## src/hdl/adcsc_pkg.sv

```systemverilog
package adcsc_pkg;

  // ==========================================================
  // Register map (byte addresses, chosen)
  // ==========================================================
  localparam logic [11:0] ADCSC_MODE_OFS   = 12'h000;
  localparam logic [11:0] ADCSC_CHAN_OFS   = 12'h004;
  localparam logic [11:0] ADCSC_PFM_OFS    = 12'h008;
  localparam logic [11:0] ADCSC_PFT_OFS    = 12'h00C;
  localparam logic [11:0] ADCSC_RES_OFS    = 12'h010;
  localparam logic [11:0] ADCSC_FLAG_OFS   = 12'h014;
  localparam logic [11:0] ADCSC_STAT_OFS   = 12'h018;

  // ==========================================================
  // Field positions
  // ==========================================================
  localparam int ADCSC_START_BIT  = 7;
  localparam int ADCSC_ENABLE_BIT = 0;
  localparam int ADCSC_FR_LSB     = 3;
  localparam int ADCSC_POWERFAIL_ENABLE_BIT_BIT   = 7;
  localparam int ADCSC_POWERFAIL_COMPARE_SEL_BIT   = 6;

  localparam logic [7:0]  ADCSC_MODE_RST = 8'h00;
  localparam logic [2:0]  ADCSC_CHAN_RST = 3'h0;
  localparam logic [9:0]  ADCSC_RES_RST  = 10'h000;

  // ==========================================================
  // Timing in main-oscillator periods (one pclk each)
  // ==========================================================
  localparam logic [8:0] ADCSC_CONV_000 = 9'd288;
  localparam logic [8:0] ADCSC_SAMP_000 = 9'd40;
  localparam logic [8:0] ADCSC_DLY_000  = 9'd32;
  localparam logic [8:0] ADCSC_CONV_001 = 9'd240;
  localparam logic [8:0] ADCSC_SAMP_001 = 9'd32;
  localparam logic [8:0] ADCSC_DLY_001  = 9'd28;
  localparam logic [8:0] ADCSC_CONV_010 = 9'd192;
  localparam logic [8:0] ADCSC_SAMP_010 = 9'd24;
  localparam logic [8:0] ADCSC_DLY_010  = 9'd24;
  localparam logic [8:0] ADCSC_CONV_100 = 9'd144;
  localparam logic [8:0] ADCSC_SAMP_100 = 9'd20;
  localparam logic [8:0] ADCSC_DLY_100  = 9'd16;
  localparam logic [8:0] ADCSC_CONV_101 = 9'd120;
  localparam logic [8:0] ADCSC_SAMP_101 = 9'd16;
  localparam logic [8:0] ADCSC_DLY_101  = 9'd14;
  localparam logic [8:0] ADCSC_CONV_110 = 9'd96;
  localparam logic [8:0] ADCSC_SAMP_110 = 9'd12;
  localparam logic [8:0] ADCSC_DLY_110  = 9'd12;
  localparam logic [8:0] ADCSC_ONE      = 9'd1;

  typedef enum logic [1:0] {
    ADCSC_IDLE  = 2'b00,
    ADCSC_DELAY = 2'b01,
    ADCSC_SAMP  = 2'b11,
    ADCSC_CONV  = 2'b10
  } adcsc_state_t;

  typedef struct packed {
    logic [8:0] conv;
    logic [8:0] samp;
    logic [8:0] dly;
  } adcsc_timing_t;

  typedef struct packed {
    adcsc_state_t state;
    logic [8:0]   cnt;
    logic [7:0]   mode;
    logic [2:0]   chan;
    logic [7:0]   powerfail_mode_reg;
    logic [7:0]   powerfail_threshold_reg;
    logic [9:0]   result;
    logic         flag;
    logic         irq;
    logic         pend;
    logic [9:0]   pend_val;
    logic         pend_hit;
    logic [31:0]  prdata;
  } adcsc_regs_t;

  function automatic adcsc_timing_t adcsc_timing(input logic [2:0] code);
    adcsc_timing_t t;
    t = '{conv: ADCSC_CONV_000, samp: ADCSC_SAMP_000, dly: ADCSC_DLY_000};
    case (code)
      3'h1: t = '{ADCSC_CONV_001, ADCSC_SAMP_001, ADCSC_DLY_001};
      3'h2: t = '{ADCSC_CONV_010, ADCSC_SAMP_010, ADCSC_DLY_010};
      3'h4: t = '{ADCSC_CONV_100, ADCSC_SAMP_100, ADCSC_DLY_100};
      3'h5: t = '{ADCSC_CONV_101, ADCSC_SAMP_101, ADCSC_DLY_101};
      3'h6: t = '{ADCSC_CONV_110, ADCSC_SAMP_110, ADCSC_DLY_110};
      default: t = '{ADCSC_CONV_000, ADCSC_SAMP_000, ADCSC_DLY_000};
    endcase
    return t;
  endfunction : adcsc_timing

endpackage : adcsc_pkg

```

## src/hdl/adcsc_top.sv

```systemverilog
`timescale 1ns/1ns
module adcsc_top
  import adcsc_pkg::*;
(
  input  wire logic        pclk,
  input  wire logic        presetn,
  input  wire logic        psel,
  input  wire logic        penable,
  input  wire logic        pwrite,
  input  wire logic [11:0] paddr,
  input  wire logic [31:0] pwdata,
  output      logic [31:0] prdata,
  output      logic        pready,
  output      logic        pslverr,
  input  wire logic        standby,
  input  wire logic [9:0]  sar_data,
  output      logic [2:0]  analog_sel,
  output      logic        sample_en,
  output      logic        conv_busy,
  output      logic        conv_end_irq
);

  adcsc_regs_t   r_r;
  adcsc_regs_t   r_nxt;
  adcsc_timing_t tm;
  logic          acc;
  logic          wr;
  logic          rd;
  logic          wr_ctl;
  logic          wr_mc;
  logic          rd_res;
  logic          run_ok;
  logic          done;
  logic          hit;
  logic [7:0]    wdat;
  logic          rd_setup;
  adcsc_timing_t tm_w;

  // ==========================================================
  // APB decode
  // ==========================================================
  assign acc     = psel & penable;
  assign wr      = acc & pwrite;
  assign rd      = acc & ~pwrite;
  // Read data captured in setup so it stands at the access edge
  assign rd_setup = psel & ~penable & ~pwrite;
  assign pready  = 1'b1;
  assign wdat    = pwdata[7:0];
  assign wr_mc   = wr & (paddr == ADCSC_MODE_OFS | paddr == ADCSC_CHAN_OFS);
  assign wr_ctl  = wr_mc | (wr & (paddr == ADCSC_PFM_OFS |
                                  paddr == ADCSC_PFT_OFS));
  assign rd_res  = rd & (paddr == ADCSC_RES_OFS);
  assign pslverr = acc & ~(paddr == ADCSC_MODE_OFS | paddr == ADCSC_CHAN_OFS |
                           paddr == ADCSC_PFM_OFS | paddr == ADCSC_PFT_OFS |
                           paddr == ADCSC_RES_OFS | paddr == ADCSC_FLAG_OFS |
                           paddr == ADCSC_STAT_OFS);

  assign run_ok = r_r.mode[ADCSC_START_BIT] & ~standby;
  assign tm     = adcsc_timing(r_r.mode[ADCSC_FR_LSB +: 3]);
  // Restart takes the code being written, not the old one
  assign tm_w   = adcsc_timing((wr && paddr == ADCSC_MODE_OFS) ?
                               wdat[ADCSC_FR_LSB +: 3] :
                               r_r.mode[ADCSC_FR_LSB +: 3]);
  assign done   = (r_r.state == ADCSC_CONV) & (r_r.cnt == ADCSC_ONE);

  assign hit = ~r_r.powerfail_mode_reg[ADCSC_POWERFAIL_ENABLE_BIT_BIT] |
               (r_r.powerfail_mode_reg[ADCSC_POWERFAIL_COMPARE_SEL_BIT] ? (sar_data[9:2] <  r_r.powerfail_threshold_reg)
                                        : (sar_data[9:2] >= r_r.powerfail_threshold_reg));

  // ==========================================================
  // Next state
  // ==========================================================
  always_comb begin
    r_nxt     = r_r;
    r_nxt.irq = 1'b0;
    if (rd_setup) begin
      case (paddr)
        ADCSC_MODE_OFS: r_nxt.prdata = {24'h000000, r_r.mode};
        ADCSC_CHAN_OFS: r_nxt.prdata = {29'h00000000, r_r.chan};
        ADCSC_PFM_OFS:  r_nxt.prdata = {24'h000000, r_r.powerfail_mode_reg};
        ADCSC_PFT_OFS:  r_nxt.prdata = {24'h000000, r_r.powerfail_threshold_reg};
        ADCSC_RES_OFS:  r_nxt.prdata = {22'h000000, r_r.result};
        ADCSC_FLAG_OFS: r_nxt.prdata = {31'h00000000, r_r.flag};
        ADCSC_STAT_OFS: r_nxt.prdata = {30'h00000000, r_r.state};
        default:        r_nxt.prdata = 32'h00000000;
      endcase
    end
    if (r_r.pend) begin
      r_nxt.pend   = 1'b0;
      r_nxt.result = r_r.pend_val;
      if (r_r.pend_hit) begin
        r_nxt.irq = 1'b1;
      end
    end
    // Sequencer
    case (r_r.state)
      ADCSC_IDLE: begin
        if (run_ok) begin
          r_nxt.state = ADCSC_DELAY;
          r_nxt.cnt   = tm.dly;
        end
      end
      ADCSC_DELAY: begin
        if (r_r.cnt == ADCSC_ONE) begin
          r_nxt.state = ADCSC_SAMP;
          r_nxt.cnt   = tm.samp;
        end else begin
          r_nxt.cnt = r_r.cnt - ADCSC_ONE;
        end
      end
      ADCSC_SAMP: begin
        if (r_r.cnt == ADCSC_ONE) begin
          r_nxt.state = ADCSC_CONV;
          r_nxt.cnt   = tm.conv - tm.samp;
        end else begin
          r_nxt.cnt = r_r.cnt - ADCSC_ONE;
        end
      end
      ADCSC_CONV: begin
        if (r_r.cnt == ADCSC_ONE) begin
          r_nxt.state = ADCSC_SAMP;
          r_nxt.cnt   = tm.samp;
          if (!wr_mc) begin
            if (rd_res) begin
              r_nxt.pend     = 1'b1;
              r_nxt.pend_val = sar_data;
              r_nxt.pend_hit = hit;
            end else begin
              r_nxt.result = sar_data;
              r_nxt.irq    = hit;
            end
          end
        end else begin
          r_nxt.cnt = r_r.cnt - ADCSC_ONE;
        end
      end
      default: begin
        r_nxt.state = ADCSC_IDLE;
      end
    endcase
    if (wr_ctl && r_r.state != ADCSC_IDLE) begin
      r_nxt.state = ADCSC_SAMP;
      r_nxt.cnt   = tm_w.samp;
    end
    if (wr) begin
      case (paddr)
        ADCSC_MODE_OFS: r_nxt.mode = wdat;
        ADCSC_CHAN_OFS: r_nxt.chan = wdat[2:0];
        ADCSC_PFM_OFS:  r_nxt.powerfail_mode_reg  = wdat;
        ADCSC_PFT_OFS:  r_nxt.powerfail_threshold_reg  = wdat;
        default:        r_nxt.flag = r_r.flag & ~pwdata[0];
      endcase
      if (paddr == ADCSC_MODE_OFS && !wdat[ADCSC_START_BIT]) begin
        r_nxt.state = ADCSC_IDLE;
      end
    end
    if (!run_ok) begin
      r_nxt.state = ADCSC_IDLE;
      r_nxt.pend  = 1'b0;
    end
    if (r_nxt.irq) begin
      r_nxt.flag = 1'b1;
    end
  end

  always_ff @(posedge pclk or negedge presetn) begin
    if (!presetn) begin
      r_r <= '{state: ADCSC_IDLE, mode: ADCSC_MODE_RST,
               chan: ADCSC_CHAN_RST, result: ADCSC_RES_RST,
               pend_val: ADCSC_RES_RST, default: '0};
    end else begin
      r_r <= r_nxt;
    end
  end

  assign prdata       = r_r.prdata;
  assign analog_sel   = r_r.chan;
  assign sample_en    = (r_r.state == ADCSC_SAMP);
  assign conv_busy    = (r_r.state != ADCSC_IDLE);
  // One-cycle pulse; the sticky flag keeps the history
  assign conv_end_irq = r_r.irq;

  // ==========================================================
  // Checks
  // ==========================================================
  property p_stop;
    @(posedge pclk) disable iff (!presetn)
      !run_ok |=> r_r.state == ADCSC_IDLE;
  endproperty
  a_stop: assert property (p_stop) else $error("not stopped");

  property p_delay;
    @(posedge pclk) disable iff (!presetn)
      (r_r.state == ADCSC_IDLE && run_ok && !wr) |=>
        r_r.state == ADCSC_DELAY && r_r.cnt == tm.dly;
  endproperty
  a_delay: assert property (p_delay) else $error("bad delay");

  property p_samp;
    @(posedge pclk) disable iff (!presetn)
      $rose(sample_en) |-> r_r.cnt == tm.samp;
  endproperty
  a_samp: assert property (p_samp) else $error("bad sample");

  property p_cont;
    @(posedge pclk) disable iff (!presetn)
      (done && run_ok && !wr) |=> sample_en;
  endproperty
  a_cont: assert property (p_cont) else $error("no repeat");

  property p_wrwin;
    @(posedge pclk) disable iff (!presetn)
      (done && wr_mc) |=> !conv_end_irq && $stable(r_r.result);
  endproperty
  a_wrwin: assert property (p_wrwin) else $error("write lost");

  property p_rdfirst;
    @(posedge pclk) disable iff (!presetn)
      (done && rd_res && !wr_mc && run_ok) |=>
        $stable(r_r.result) ##1 (r_r.result == $past(sar_data, 2));
  endproperty
  a_rdfirst: assert property (p_rdfirst) else $error("read order");

  property p_sticky;
    @(posedge pclk) disable iff (!presetn)
      conv_end_irq |-> r_r.flag;
  endproperty
  a_sticky: assert property (p_sticky) else $error("flag lost");

  property p_pf;
    @(posedge pclk) disable iff (!presetn)
      (done && !wr && !rd_res && run_ok && r_r.powerfail_mode_reg[ADCSC_POWERFAIL_ENABLE_BIT_BIT] &&
       !r_r.powerfail_mode_reg[ADCSC_POWERFAIL_COMPARE_SEL_BIT] && sar_data[9:2] < r_r.powerfail_threshold_reg) |=>
        !conv_end_irq;
  endproperty
  a_pf: assert property (p_pf) else $error("bad compare");

  property p_chflag;
    @(posedge pclk) disable iff (!presetn)
      (wr && paddr == ADCSC_CHAN_OFS && r_r.flag) |=> r_r.flag;
  endproperty
  a_chflag: assert property (p_chflag) else $error("flag cleared");

  property p_restart;
    @(posedge pclk) disable iff (!presetn)
      (wr_ctl && paddr != ADCSC_MODE_OFS && conv_busy && run_ok) |=>
        sample_en && r_r.cnt == tm.samp;
  endproperty
  a_restart: assert property (p_restart) else $error("no restart");

  property p_pulse;
    @(posedge pclk) disable iff (!presetn)
      conv_end_irq |=> !conv_end_irq;
  endproperty
  a_pulse: assert property (p_pulse) else $error("irq too long");

  c_conv:  cover property (@(posedge pclk) disable iff (!presetn)
             conv_end_irq);
  c_rd:    cover property (@(posedge pclk) disable iff (!presetn)
             done && rd_res);
  c_abort: cover property (@(posedge pclk) disable iff (!presetn)
             wr_ctl && conv_busy);
  c_pend:  cover property (@(posedge pclk) disable iff (!presetn)
             r_r.pend);
  c_nohit: cover property (@(posedge pclk) disable iff (!presetn)
             done && !hit);

endmodule : adcsc_top

```

## config.mk

```make
export PLATFORM = sky130hd
export DESIGN_NAME = adcsc_top
export DESIGN_NICKNAME = d
export VERILOG_FILES = /design/src/hdl/adcsc_pkg.sv /design/src/hdl/adcsc_top.sv
export SDC_FILE = /design/constraint.sdc
export NUM_CORES = 1
export LEC_CHECK = 0
export ABC_CLOCK_PERIOD_IN_PS = 2200
export BUFFER_PORTS_ARGS = -buffer_cell sky130_fd_sc_hd__clkbuf_2
export CORE_AREA = 2 2 103 105
export CTS_BUF_LIST = sky130_fd_sc_hd__clkbuf_2
export DETAILED_ROUTE_END_ITERATION = 16
export DIE_AREA = 0 0 105 107
export GPL_ROUTABILITY_DRIVEN = 0
export PLACE_DENSITY = 0.7
export REMOVE_ABC_BUFFERS = 1
export SLEW_MARGIN = 20
export SYNTH_ARGS = -nofsm -noshare
export SYNTH_HDL_FRONTEND = slang
export SYNTH_SLANG_ARGS = --single-unit
```

## constraint.sdc

```tcl
create_clock -name pclk -period 2.2 [get_ports pclk]
set_input_delay 0.44 -clock pclk [delete_from_list [all_inputs] [get_ports pclk]]
set_output_delay 0.44 -clock pclk [all_outputs]
set_load 0.01 [all_outputs]
```

==> results.cfg <==
[outcome]
status = completed

[logic_synthesis]
synthArstFlopShare = 1.00
postSynthCellCount = 471
post-synth-top-count-cell = dfrtp_1
ys_seq_area_frac = 0.401
yosys.area.top_type_share = 0.401
synth_top_flop_cell = dfrtp_1
ys_warn_count = 0
synthTopCellsByCount = 72 x dfrtp_1, 49 x nand2_1, 38 x o21ai_0
synth-edff-count = 0
netlist_area_um2 = 4490
synth_area_leaders = dfrtp_1 40%, mux2_2 7.5%, buf_4 6.0%, mux2i_1 5.6%, ha_1 4.5%
yosysTopAreaCell = dfrtp_1
synth.avg_cell_area_um2 = 9.54
synthDistinctLibCells = 59
ys_ff_latch = 72

[clock_tree]
cts-buffers-inserted = 9
cts_max_path_buffers = 2
h-tree-depth = 3
root_buffer = clkbuf_2
clk_pin_slew_ps = 210
clock_sinks = 72
clock_latency_ps = 530
cts_tree = built

[worst_setup_path]
endpoint_kind = flop
path_class = flop to flop
crit_path_start_kind = flop
required_ps = 2630
cp_max_fo = 12
critPathLaunch = r_r[85]
r2r_cells = 4
worst-endpoint-arrival_ps = 2510
r2r_start = r_r[85]

[grt]
grt_pass1_vias = 3643
grt_pass1_wl_um = 18300
grt_use_total = 0.207
antenna_found_initial = 0
grt.overflow.total = 0
grt_max_degree = 73

[placed_design]
dp_hpwl_um = 8470
dp_slack_ps = -83.7
io_buffers = 52
dp_cells = 668

[sta]
fmaxAchievable_mhz = 479
worst_slack_ps = 113
skew_ps = 20.7
slew_headroom = 0.530
min_period_ps = 2090
timing.final.max_slew_violations = 0
finalSetupViolCount = 0
hold_violations = 0
rsz0062_at_grt = true
fin_crit_sh = 0.949
worstMarginPinSlew_ps = 705

[floorplan]
die_y_um = 107
ios = 100
die_w_um = 105
die-area_um2 = 11200
rows = 37
coreArea_um2 = 10100
start_util = 0.445

[layout]
drive_gt1_frac = 0.306
multiInputGateArea_um2 = 2380
stdcell_count = 688
area_delta_synth_final_pct = 14.4
final_net_count = 624
nFillCells = 930
final-seq-area_um2 = 1800
antenna_cells = 0

[worst_hold_path]
hold_depth = 3
min_path_type = primary input to flop
holdCritStartpoint = pwdata[6]

[drt]
ant_nets = 0
viasPerCell = 5.52
dr.pass1.iters = 9
wire_per_inst_um = 16.4
drc = 0
drtIter0Drc = 276
drt-total-wl_um = 11300
dr_total_vias = 3796

[power_and_ir_drop]
total_power_w = 0.00221
p_leak_nw = 2.49
powerDensity_nw_per_um2 = 431
vdd_drop_max_mv = 0.181

[flow_run]
maxCapViolations = 0
-- worst max-delay path: stages (launching register included) --
cell,delay [ps]
dfrtp_1,490
nor2_1,300
and4b_1,380
and4_4,430
mux2_2,370
-- state kept, by name (all words and copies together) (netlist names) --
name,flops
analog_sel,3
conv_end_irq,1
prdata,10
r_r,58
-- area by class of cell --
type                    count  share of cell area
clock buffers              11              0.0107
repair buffers             98               0.121
clock inverters             5             0.00657
multi-input cells         345               0.463
inverters                  21              0.0153
well taps                 136              0.0331
flip-flops and latches     72               0.351
-- repair_timing --
action                                  CTS  global route
hold endpoints to repair                 72             0
endpoints found under the setup margin    2             3
setup buffers                             1             2
hold buffers                              1             0
pin swaps                                 0             0
resized for setup                         3             8
-- power breakdown --
group          internal (W)  total, W  switching (W)
clock network      0.000155  0.000655       0.000500
logic             0.0000743  0.000211       0.000136
registers           0.00134   0.00135      0.0000101
total               0.00157   0.00221       0.000647
-- layout by cell type (no fill, tap or decap), types with 2 or more instances in the layout --
master      synthesis  final
dfrtp_1            72     71
clkbuf_2            0     62
nand2_1            49     49
buf_4              36     44
o21ai_0            38     37
mux2_2             30     30
nor2_1             30     29
mux2i_1            25     25
conb_1              2     23
a21oi_1            22     21
inv_1              21     20
ha_1               16     14
nand3_1            11     11
o22ai_1             9      9
a22o_1              9      9
nand4_1             6      6
nor2b_1             6      5
nand2b_1            5      5
nor3_1              5      5
nor3_2              4      4
and3_1              4      4
o31ai_1             4      4
a211oi_1            4      4
xor2_1              4      4
a31oi_1             3      3
or3_1               3      3
xnor2_1             3      3
nor4_1              2      2
nor2_2              1      2
nand4_2             2      2
o221a_2             2      2
ha_4                0      2
clkinvlp_4          0      2
clkinv_2            0      2
-- cells by family after synthesis --
| logic type | count (synthesis) | synth area share |
|---|---|---|
| buffers and inverters | 75 | 0.0958 |
| AO/OA/AOI/OAI | 103 | 0.143 |
| other | 2 | 0.00167 |
| adder cells (fa/ha/maj) | 17 | 0.0490 |
| AND/OR/NAND/NOR | 140 | 0.165 |
| flip-flops | 72 | 0.401 |
| XOR/XNOR | 7 | 0.0136 |
| multiplexers | 55 | 0.131 |
-- through the flow --
step | hold WS [ps] | area (µm²) | setup TNS (ps) | utilization
after floorplan | 144 | 4220 | -81.3 | -
after global placement | 463 | 4980 | 0 | 0.493
after detailed placement | 470 | 4980 | -136 | 0.493
after CTS | 113 | 5090 | 0 | 0.504
after global routing | 120 | 5140 | -23.6 | 0.509
final | 132 | 5140 | 0 | 0.509
-- per-layer routing --
| metal | vias to the layer above | part of all wire | GRT usage |
|---|---|---|---|
| met5 | - | 0 | 0 |
| met3 | 18 | 0.063 | 0.0292 |
| met1 | 1839 | 0.45 | 0.288 |
| met2 | 160 | 0.47 | 0.330 |
| met4 | 0 | 0.019 | 0.0762 |
| li1 | 1779 | - | - |
-- worst paths after layout --
check	end	slack, ps
max	r_r[41]	110
max in group asynchronous	r_r[79]	1440
min in group asynchronous	r_r[83]	410
min reg2reg	prdata[9]	500
max reg2reg	r_r[41]	110
min	r_r[62]	130
No activity file was read; power rests on OpenSTA's default activity.
